## config.mk

```make
export PLATFORM = sky130hd
export DESIGN_NAME = channel_result_regs
export DESIGN_NICKNAME = d
export VERILOG_FILES = /design/src/channel_result_regs.v /design/src/channel_slot.v
export VERILOG_INCLUDE_DIRS = /design/src
export SDC_FILE = /design/constraint.sdc
export NUM_CORES = 1
export LEC_CHECK = 0
export BUFFER_PORTS_ARGS = -buffer_cell sky130_fd_sc_hd__buf_2
export CAP_MARGIN = 10
export CORE_MARGIN = 2
export CORE_UTILIZATION = 60
export DETAILED_ROUTE_END_ITERATION = 7
export PLACE_DENSITY_LB_ADDON = 0.12
export SLEW_MARGIN = 5
export SYNTH_ARGS = -nofsm -noshare
export SYNTH_HDL_FRONTEND = slang
export SYNTH_SLANG_ARGS = --single-unit
```

## constraint.sdc

```tcl
create_clock -name ref_clk -period 9 [get_ports ref_clk]
set_input_delay 1.8 -clock ref_clk [delete_from_list [all_inputs] [get_ports ref_clk]]
set_output_delay 1.8 -clock ref_clk [all_outputs]
set_load 0.05 [all_outputs]
```

## src/channel_result_consts.vh

```
`ifndef CHANNEL_RESULT_CONSTS_VH
`define CHANNEL_RESULT_CONSTS_VH

// ----------------------------------------------------------------
// Register pointers
// ----------------------------------------------------------------
`define PTR_CHANNEL1_RESULT          8'h02
`define PTR_CHANNEL2_RESULT          8'h04
`define PTR_CHANNEL3_RESULT          8'h06
`define PTR_CHANNEL0_INTERVAL_COUNT  8'h08
`define PTR_CHANNEL1_INTERVAL_COUNT  8'h09
`define PTR_CHANNEL2_INTERVAL_COUNT  8'h0A

// ----------------------------------------------------------------
// Result word layout
// ----------------------------------------------------------------
`define RESULT_MSB                   11
`define RESULT_LSB                   0
`define FLAG_UNDERRANGE_BIT          15
`define FLAG_OVERRANGE_BIT           14
`define FLAG_TIMEOUT_BIT             13
`define FLAG_AMPLITUDE_BIT           12
`define FLAGS_MSB                    15
`define FLAGS_LSB                    12

// ----------------------------------------------------------------
// Reset values and timing
// ----------------------------------------------------------------
`define RESULT_RESET                 12'h000
`define FLAGS_RESET                  4'h0
`define INTERVAL_COUNT_RESET         16'h0080
`define INTERVAL_SCALE_SHIFT         4
`define UNMAPPED_READ_VALUE          16'h0000

// ----------------------------------------------------------------
// Serial link
// ----------------------------------------------------------------
`define LINK_ADDR_UPPER              6'h15
`define LINK_BITS_PER_BYTE           4'h8

`endif

```

## src/channel_result_regs.v

```verilog
// Function
// Each result register holds the 12-bit result in 11:0 and the under-range, over-range, timeout and amplitude flags in bits 15 to 12.
// Each flag stays set until a read returns it, and that read clears it.
// Result and flags are read-only and read zero after reset.
// Each channel has a 16-bit read/write interval count that resets to 0x0080; here channel 3 has no register and runs at a fixed 0x0080.
// The host writes interval counts only from 0x0005 upward; lower codes are reserved.
// A conversion lasts the interval count times sixteen reference clock cycles.
// Channel 2 and 3 result registers exist only on the four-channel variant.
// Result registers sit at even pointers two apart, interval counts consecutively from 0x08.
// Registers are 16 bits wide, moved as two bytes of one serial transaction.
// The amplitude flag is raised on an unsettled amplitude only while its reporting is enabled.
// One read returns flags and result of the same finished conversion.
`timescale 1ns/1ps
`include "channel_result_consts.vh"

module channel_result_regs #(
    parameter FOUR_CHANNEL = 1
) (
    // Clock and reset
    input  wire        ref_clk,
    input  wire        reset,
    // Serial link pins
    input  wire        scl,
    input  wire        sda_in,
    output wire        sda_out,
    output wire        sda_oe,
    input  wire        addr_select,
    // Conversion core, channels 1 to 3 packed low to high
    input  wire [35:0] core_result,
    input  wire [2:0]  underrange_event,
    input  wire [2:0]  overrange_event,
    input  wire [2:0]  timeout_event,
    input  wire [2:0]  amplitude_unsettled,
    input  wire        amplitude_report_enable,
    // Conversion timing, channels 0 to 3
    output wire [3:0]  conversion_end
);

    localparam PH_IDLE    = 3'h0;
    localparam PH_RX      = 3'h1;
    localparam PH_ACK_OUT = 3'h2;
    localparam PH_TX      = 3'h3;
    localparam PH_ACK_IN  = 3'h4;

    reg  [1:0]  scl_sync;
    reg  [1:0]  sda_sync;
    reg  [1:0]  addr_sync;
    reg         scl_prev;
    reg         sda_prev;
    reg  [2:0]  phase;
    reg  [3:0]  bit_cnt;
    reg  [1:0]  byte_idx;
    reg  [7:0]  shift;
    reg  [7:0]  pointer;
    reg  [7:0]  wr_msb;
    reg  [15:0] rd_word;
    reg         reading;
    reg         second_sent;
    reg         host_ack;
    reg  [15:0] interval0;
    reg  [15:0] interval1;
    reg  [15:0] interval2;
    reg  [15:0] sel_word;
    reg  [11:0] clear_vec;
    wire [15:0] word1;
    wire [15:0] word2;
    wire [15:0] word3;
    wire        scl_rise;
    wire        scl_fall;
    wire        start_cond;
    wire        stop_cond;
    wire [7:0]  rx_byte;
    wire        take_read;
    wire [2:0]  amp_flag;
    wire [6:0]  own_addr;

    // ----------------------------------------------------------------
    // Pin synchronisers and edge detect
    // ----------------------------------------------------------------
    always @(posedge ref_clk or posedge reset) begin
        if (reset) begin
            scl_sync  <= 2'b11;
            sda_sync  <= 2'b11;
            addr_sync <= 2'b00;
            scl_prev  <= 1'b1;
            sda_prev  <= 1'b1;
        end else begin
            scl_sync  <= {scl_sync[0], scl};
            sda_sync  <= {sda_sync[0], sda_in};
            addr_sync <= {addr_sync[0], addr_select};
            scl_prev  <= scl_sync[1];
            sda_prev  <= sda_sync[1];
        end
    end

    assign scl_rise   = scl_sync[1] & ~scl_prev;
    assign scl_fall   = ~scl_sync[1] & scl_prev;
    assign start_cond = scl_sync[1] & scl_prev & sda_prev & ~sda_sync[1];
    assign stop_cond  = scl_sync[1] & scl_prev & ~sda_prev & sda_sync[1];
    assign rx_byte    = shift;
    assign own_addr   = {`LINK_ADDR_UPPER, addr_sync[1]};

    // Byte complete with address match and read bit
    assign take_read = (phase == PH_RX) && scl_fall && (bit_cnt == `LINK_BITS_PER_BYTE)
                       && (byte_idx == 2'd0) && (rx_byte[7:1] == own_addr) && rx_byte[0];

    // ----------------------------------------------------------------
    // Channel slots
    // ----------------------------------------------------------------
    // amplitude flag gating
    assign amp_flag = amplitude_unsettled & {3{amplitude_report_enable}};

    // Channel 0 only paces conversions; its result lives elsewhere
    channel_slot u_slot0 (
        .ref_clk        (ref_clk),
        .reset          (reset),
        .interval_count (interval0),
        .sample_result  (12'h000),
        .sample_flags   (4'h0),
        .flag_clear     (4'h0),
        .result_word    (),
        .conversion_end (conversion_end[0])
    );

    channel_slot u_slot1 (
        .ref_clk        (ref_clk),
        .reset          (reset),
        .interval_count (interval1),
        .sample_result  (core_result[11:0]),
        .sample_flags   ({underrange_event[0], overrange_event[0], timeout_event[0], amp_flag[0]}),
        .flag_clear     (clear_vec[3:0]),
        .result_word    (word1),
        .conversion_end (conversion_end[1])
    );
    channel_slot u_slot2 (
        .ref_clk        (ref_clk),
        .reset          (reset),
        .interval_count (interval2),
        .sample_result  (core_result[23:12]),
        .sample_flags   ({underrange_event[1], overrange_event[1], timeout_event[1], amp_flag[1]}),
        .flag_clear     (clear_vec[7:4]),
        .result_word    (word2),
        .conversion_end (conversion_end[2])
    );
    // Channel 3 count register is outside this block; fixed default
    channel_slot u_slot3 (
        .ref_clk        (ref_clk),
        .reset          (reset),
        .interval_count (`INTERVAL_COUNT_RESET),
        .sample_result  (core_result[35:24]),
        .sample_flags   ({underrange_event[2], overrange_event[2], timeout_event[2], amp_flag[2]}),
        .flag_clear     (clear_vec[11:8]),
        .result_word    (word3),
        .conversion_end (conversion_end[3])
    );

    // ----------------------------------------------------------------
    // Read decode and flag clear
    // ----------------------------------------------------------------
    // pointer decode
    // four-channel only registers
    always @* begin
        sel_word  = `UNMAPPED_READ_VALUE;
        clear_vec = 12'h000;
        case (pointer)
            `PTR_CHANNEL1_RESULT:         sel_word = word1;
            `PTR_CHANNEL2_RESULT:
                sel_word = (FOUR_CHANNEL != 0) ? word2 : `UNMAPPED_READ_VALUE;
            `PTR_CHANNEL3_RESULT:
                sel_word = (FOUR_CHANNEL != 0) ? word3 : `UNMAPPED_READ_VALUE;
            `PTR_CHANNEL0_INTERVAL_COUNT: sel_word = interval0;
            `PTR_CHANNEL1_INTERVAL_COUNT: sel_word = interval1;
            `PTR_CHANNEL2_INTERVAL_COUNT:
                sel_word = (FOUR_CHANNEL != 0) ? interval2 : `UNMAPPED_READ_VALUE;
            default: sel_word = `UNMAPPED_READ_VALUE;
        endcase
        // clear exactly the flags returned
        if (take_read) begin
            case (pointer)
                `PTR_CHANNEL1_RESULT: clear_vec[3:0]  = word1[`FLAGS_MSB:`FLAGS_LSB];
                `PTR_CHANNEL2_RESULT: clear_vec[7:4]  = sel_word[`FLAGS_MSB:`FLAGS_LSB];
                `PTR_CHANNEL3_RESULT: clear_vec[11:8] = sel_word[`FLAGS_MSB:`FLAGS_LSB];
                default:              clear_vec       = 12'h000;
            endcase
        end
    end

    // Open drain: only ever pull low
    assign sda_out = 1'b0;
    assign sda_oe  = (phase == PH_ACK_OUT) || ((phase == PH_TX) && ~shift[7]);

    // ----------------------------------------------------------------
    // Serial link engine
    // ----------------------------------------------------------------
    // two bytes per register in one transaction
    always @(posedge ref_clk or posedge reset) begin
        if (reset) begin
            phase       <= PH_IDLE;
            bit_cnt     <= 4'h0;
            byte_idx    <= 2'd0;
            shift       <= 8'hFF;
            pointer     <= 8'h00;
            wr_msb      <= 8'h00;
            rd_word     <= 16'h0000;
            reading     <= 1'b0;
            second_sent <= 1'b0;
            host_ack    <= 1'b0;
            // interval count reset
            interval0   <= `INTERVAL_COUNT_RESET;
            interval1   <= `INTERVAL_COUNT_RESET;
            interval2   <= `INTERVAL_COUNT_RESET;
        end else if (start_cond) begin
            phase    <= PH_RX;
            bit_cnt  <= 4'h0;
            byte_idx <= 2'd0;
            shift    <= 8'hFF;
        end else if (stop_cond) begin
            phase <= PH_IDLE;
            shift <= 8'hFF;
        end else begin
            case (phase)
                PH_RX: begin
                    if (scl_rise) begin
                        shift   <= {shift[6:0], sda_sync[1]};
                        bit_cnt <= bit_cnt + 4'h1;
                    end else if (scl_fall && (bit_cnt == `LINK_BITS_PER_BYTE)) begin
                        phase <= PH_ACK_OUT;
                        shift <= 8'hFF;
                        if (byte_idx == 2'd0) begin
                            reading <= rx_byte[0];
                            if (rx_byte[7:1] != own_addr) begin
                                phase <= PH_IDLE;
                            end else if (rx_byte[0]) begin
                                // whole word snapshot
                                rd_word <= sel_word;
                            end
                        end else if (byte_idx == 2'd1) begin
                            pointer <= rx_byte;
                        end else if (byte_idx == 2'd2) begin
                            wr_msb <= rx_byte;
                        end else begin
                            // result registers ignore writes
                            case (pointer)
                                `PTR_CHANNEL0_INTERVAL_COUNT: interval0 <= {wr_msb, rx_byte};
                                `PTR_CHANNEL1_INTERVAL_COUNT: interval1 <= {wr_msb, rx_byte};
                                `PTR_CHANNEL2_INTERVAL_COUNT:
                                    interval2 <= (FOUR_CHANNEL != 0) ? {wr_msb, rx_byte}
                                                                     : interval2;
                                default: pointer <= pointer;
                            endcase
                        end
                        if (byte_idx != 2'd3) begin
                            byte_idx <= byte_idx + 2'd1;
                        end
                    end
                end
                PH_ACK_OUT: begin
                    if (scl_fall) begin
                        bit_cnt <= 4'h0;
                        if (reading) begin
                            phase       <= PH_TX;
                            shift       <= rd_word[15:8];
                            second_sent <= 1'b0;
                        end else begin
                            phase <= PH_RX;
                        end
                    end
                end
                PH_TX: begin
                    if (scl_fall) begin
                        if (bit_cnt == 4'h7) begin
                            phase <= PH_ACK_IN;
                            shift <= 8'hFF;
                        end else begin
                            shift   <= {shift[6:0], 1'b1};
                            bit_cnt <= bit_cnt + 4'h1;
                        end
                    end
                end
                PH_ACK_IN: begin
                    if (scl_rise) begin
                        host_ack <= ~sda_sync[1];
                    end else if (scl_fall) begin
                        bit_cnt <= 4'h0;
                        if (host_ack && !second_sent) begin
                            phase       <= PH_TX;
                            shift       <= rd_word[7:0];
                            second_sent <= 1'b1;
                        end else begin
                            phase <= PH_IDLE;
                        end
                    end
                end
                default: phase <= PH_IDLE;
            endcase
        end
    end

endmodule // channel_result_regs

```

## src/channel_slot.v

```verilog
`timescale 1ns/1ps
`include "channel_result_consts.vh"

module channel_slot (
    // Clock and reset
    input  wire        ref_clk,
    input  wire        reset,
    // Configuration
    input  wire [15:0] interval_count,
    // Conversion core samples
    input  wire [11:0] sample_result,
    input  wire [3:0]  sample_flags,
    // Read side
    input  wire [3:0]  flag_clear,
    output wire [15:0] result_word,
    output reg         conversion_end
);

    reg  [19:0] elapsed;
    reg  [11:0] result;
    reg  [3:0]  flags;
    wire [19:0] period;
    wire        wrap;
    wire [3:0]  next_flags;

    // Interval is count times sixteen reference cycles
    // interval timer length
    assign period = {interval_count, {`INTERVAL_SCALE_SHIFT{1'b0}}};
    assign wrap   = (elapsed >= (period - 20'h00001));

    // Sticky flags, a new event beats a clear in the same cycle
    // clear on read
    assign next_flags = (flags & ~flag_clear) | (wrap ? sample_flags : 4'h0);

    // packed word layout
    assign result_word = {flags, result};

    // ----------------------------------------------------------------
    // Conversion timer and result capture
    // ----------------------------------------------------------------
    always @(posedge ref_clk or posedge reset) begin
        if (reset) begin
            elapsed        <= 20'h00000;
            conversion_end <= 1'b0;
            result         <= `RESULT_RESET;
            flags          <= `FLAGS_RESET;
        end else begin
            conversion_end <= wrap;
            flags          <= next_flags;
            if (wrap) begin
                elapsed <= 20'h00000;
                // word updates whole
                result  <= sample_result;
            end else begin
                elapsed <= elapsed + 20'h00001;
            end
        end
    end

endmodule // channel_slot

```

==> run_summary.xml <==
<?xml version="1.0" encoding="UTF-8"?>
<metrics>
  <group name="critical_path">
    <metric name="cp_max_fo" unit="">33</metric>
    <metric name="worstSetupEndpointType" unit="">flop</metric>
    <metric name="worst_r2r_path_depth" unit="">10</metric>
    <metric name="cp-start-kind" unit="">flop</metric>
    <metric name="crit-reg2reg-capture" unit="">u_slot2.result[9]</metric>
    <metric name="ff_to_ff_start" unit="">interval2[2]</metric>
    <metric name="setup.worst_path.class" unit="">flop to flop</metric>
    <metric name="regToRegSetupSlack" unit="ps">4650</metric>
    <metric name="crit_required" unit="ps">9370</metric>
    <metric name="cp.arrival" unit="ps">4720</metric>
  </group>
  <group name="worst_hold_path">
    <metric name="hold_path.startpoint" unit="">sda_sync[0]</metric>
    <metric name="min_path_cells" unit="">0</metric>
    <metric name="hold_path_class" unit="">flop to flop</metric>
    <metric name="min_to" unit="">sda_sync[1]</metric>
  </group>
  <group name="logic_synthesis">
    <metric name="edff_count_synth" unit="">0</metric>
    <metric name="synth_seq_area_share" unit="">0.462</metric>
    <metric name="yosys_warnings" unit="">0</metric>
    <metric name="syn-instance-count" unit="">1234</metric>
    <metric name="synth_seq_cells" unit="">240</metric>
    <metric name="postSynth.asyncResetShare" unit="">1.00</metric>
    <metric name="synth_area" unit="sq um">13000</metric>
    <metric name="synth.distinct_cells" unit="">81</metric>
    <metric name="ys_dominant_reg_cell" unit="">dfrtp_1</metric>
    <metric name="synth.avg_cell_area" unit="sq um">10.6</metric>
  </group>
  <group name="floorplanning">
    <metric name="core-area" unit="sq um">21200</metric>
    <metric name="fp-row-count" unit="">53</metric>
    <metric name="die-height" unit="um">151</metric>
    <metric name="top_level_ports" unit="">60</metric>
    <metric name="die_w" unit="um">151</metric>
    <metric name="floorplan.die_area" unit="sq um">22900</metric>
    <metric name="start_util" unit="">0.616</metric>
  </group>
  <group name="detailed_routing">
    <metric name="drtIter0Drc" unit="">637</metric>
    <metric name="drt-vias-per-instance" unit="">6.16</metric>
    <metric name="routed_wl" unit="um">31200</metric>
    <metric name="detailedRoute.firstPassIterationCount" unit="">7</metric>
    <metric name="drc" unit="">0</metric>
    <metric name="route.detailed.wl_per_inst" unit="um">19.9</metric>
    <metric name="detailroute.via_count" unit="">9690</metric>
    <metric name="drt.antenna.violating_nets" unit="">0</metric>
  </group>
  <group name="clocking">
    <metric name="cts-root-to-sink-buffers" unit="">3</metric>
    <metric name="cts_resized" unit="">0</metric>
    <metric name="worst_setup_hold_path_clk_slew" unit="ps">60</metric>
    <metric name="hold_buffers" unit="">0</metric>
    <metric name="cts.htree.levels" unit="">1</metric>
    <metric name="postCtsSetupRepairBufs" unit="">0</metric>
    <metric name="clock_insertion_delay_worst_skew" unit="ps">550</metric>
    <metric name="cts_root_buffer" unit="">clkbuf_16</metric>
    <metric name="sinks_on_clock_net" unit="">240</metric>
    <metric name="cts_made_buffers" unit="">26</metric>
    <metric name="tritoncts" unit="">done</metric>
  </group>
  <group name="layout">
    <metric name="stdcell_area" unit="sq um">14300</metric>
    <metric name="postLayoutCoreUtil" unit="">0.676</metric>
    <metric name="num_antenna_cells" unit="">0</metric>
    <metric name="area.growth.synth_to_final" unit="%">9.64</metric>
    <metric name="final_common_cell" unit="">dfrtp_1</metric>
    <metric name="post_route_cells_drive_above_1_share" unit="">0.179</metric>
    <metric name="layout_common_cells" unit="">dfrtp_1 (223), nand2_1 (109), nor2_1 (104), mux2_2 (80), ha_1 (61)</metric>
    <metric name="nets" unit="">1393</metric>
    <metric name="final-instance-count-excl-fill" unit="">1572</metric>
    <metric name="n_fill_cell" unit="">1683</metric>
  </group>
  <group name="grt">
    <metric name="groute.usage.overall" unit="">0.284</metric>
    <metric name="first_global_vias" unit="">9154</metric>
    <metric name="grt_max_degree" unit="">99</metric>
    <metric name="wire_length_of_the_first_global_routing_pass" unit="um">50500</metric>
    <metric name="overflow" unit="">0</metric>
    <metric name="grt_antenna_before_repair" unit="">0</metric>
  </group>
  <group name="placed_design">
    <metric name="port_buffers" unit="">58</metric>
    <metric name="dp.cells" unit="">1525</metric>
    <metric name="place_hpwl" unit="um">21700</metric>
    <metric name="postPlaceCellArea" unit="sq um">13500</metric>
    <metric name="place.gp.congestion" unit="">0.880</metric>
  </group>
  <group name="sta">
    <metric name="slew_violations" unit="">0</metric>
    <metric name="fmax" unit="MHz">230</metric>
    <metric name="finalHoldViolCount" unit="">0</metric>
    <metric name="grt_setup_unrepaired" unit="">no</metric>
    <metric name="setup-violations-final" unit="">0</metric>
    <metric name="finalSetupTns" unit="ps">0</metric>
    <metric name="fin_crit_sh" unit="">0.484</metric>
    <metric name="final.hold.worst_slack" unit="ps">357</metric>
    <metric name="fin_worst_skew" unit="ps">24.0</metric>
    <metric name="worst-slew-pin-transition" unit="ps">1140</metric>
    <metric name="post-route-min-period" unit="ps">4350</metric>
    <metric name="timing.slew.headroom" unit="">0.242</metric>
  </group>
  <group name="power">
    <metric name="leakage" unit="nW">6.62</metric>
    <metric name="power-per-cell-area" unit="nW/um^2">156</metric>
    <metric name="peakVddDrop" unit="V">0.000139</metric>
  </group>
  <group name="flow_run">
    <metric name="timing.max_cap.violations" unit="">0</metric>
  </group>
  <group name="run_status">
    <metric name="outcome" unit="">completed</metric>
  </group>
</metrics>
==> per-stage QoR <==
stage | power [mW] | setup WS, ps
after floorplan | 1.19 | 640
after global placement | 1.23 | 4790
after detailed placement | 1.23 | 4710
after CTS | 2.25 | 4660
after global routing | 2.31 | 4210
final | 2.23 | 4650
==> logic make-up after synthesis <==
logic type,synth area share
multiplexers,0.0869
flip-flops,0.462
adder cells (fa/ha/maj),0.0585
buffers and inverters,0.0317
AND/OR/NAND/NOR,0.173
XOR/XNOR,0.0712
AO/OA/AOI/OAI,0.117
other,0.000288
==> final cells by class <==
cell class                      instances  area [sq um]  share of cell area
Clock buffer                           42           741              0.0518
Multi-Input combinational cell        913          6640               0.465
Inverter                               29           116             0.00814
Timing Repair Buffer                   68           365              0.0256
Tap cell                              275           344              0.0241
Clock inverter                          5          61.3             0.00429
Sequential cell                       240          6030               0.422
==> where the power goes <==
part	total, mW	internal, mW	leakage (nW)	switching [mW]
Combinational	0.0913	0.0330	3.15	0.0583
Clock	1.02	0.589	0.390	0.428
Sequential	1.12	1.10	3.08	0.0228
Total	2.23	1.72	6.62	0.509
==> worst max-delay path: stages (launching register included) <==
cell,delay (ps)
dfrtp_1,440
or3_1,440
nor3b_1,460
nand2_1,150
nor4_1,270
xnor2_1,110
ha_1,320
and4_1,230
and3_1,550
o21a_1,980
o211ai_1,230
==> sequential cells by signal, indices dropped and copies added (netlist names), 12 cells and up <==
signal / flops
interval2: 16
interval1: 16
u_slot3.elapsed: 20
u_slot3.result: 12
u_slot1.result: 12
interval0: 16
u_slot2.elapsed: 20
rd_word: 16
u_slot0.elapsed: 20
u_slot2.result: 12
u_slot1.elapsed: 20
==> worst max-delay path by stage <==
stage | from | end | cells after the start | slack (ps)
2_1_floorplan | reset | addr_sync[0] | 1 | 640
3_3_place_gp | interval2[2] | u_slot2.result[0] | 10 | 4790
3_5_place_dp | interval2[2] | u_slot2.result[2] | 10 | 4710
4_1_cts | interval2[2] | u_slot2.result[11] | 10 | 4660
5_1_grt | interval2[2] | u_slot2.result[11] | 10 | 4210
6_report | interval2[2] | u_slot2.result[9] | 10 | 4650
==> synthesized netlist by cell type, types with 3 or more instances <==
cell type,n,area (sq um)
mux2_2,80,901
dfrtp_1,223,5580
nor4b_1,6,52.6
o211ai_1,31,233
xnor2_1,53,464
nor3_1,39,195
o31ai_1,4,30.0
nor2_1,104,390
nand2_1,109,409
mux2_4,12,180
a221oi_1,3,26.3
nand4_1,22,138
nand3_1,51,255
nor2b_1,9,56.3
buf_1,4,15.0
o41ai_1,4,35.0
buf_6,3,33.8
and3_1,11,68.8
a21o_1,6,45.0
clkbuf_1,32,120
inv_1,29,109
a21oi_1,16,80.1
a31oi_1,3,18.8
nand3b_1,12,90.1
o221ai_1,7,61.3
a22oi_1,20,150
a2111oi_0,3,26.3
ha_1,61,763
and4_1,5,43.8
nor3b_1,5,37.5
or2_2,3,18.8
o21ai_0,32,160
mux2i_1,3,30.0
nor4_1,17,106
or3_1,4,25.0
a211oi_1,21,158
nand2b_1,9,56.3
buf_2,9,45.0
buf_4,12,90.1
xor2_1,53,464
dfstp_2,17,447
or4_1,6,45.0
o2bb2ai_1,15,131
a22o_1,17,149
o21ai_1,4,20.0
==> layer usage <==
layer	part of all wire	GRT usage
met5	0	0
met4	0.027	0.0715
met3	0.058	0.0434
met2	0.45	0.428
met1	0.47	0.433
Power figures use the tool's default switching activity.
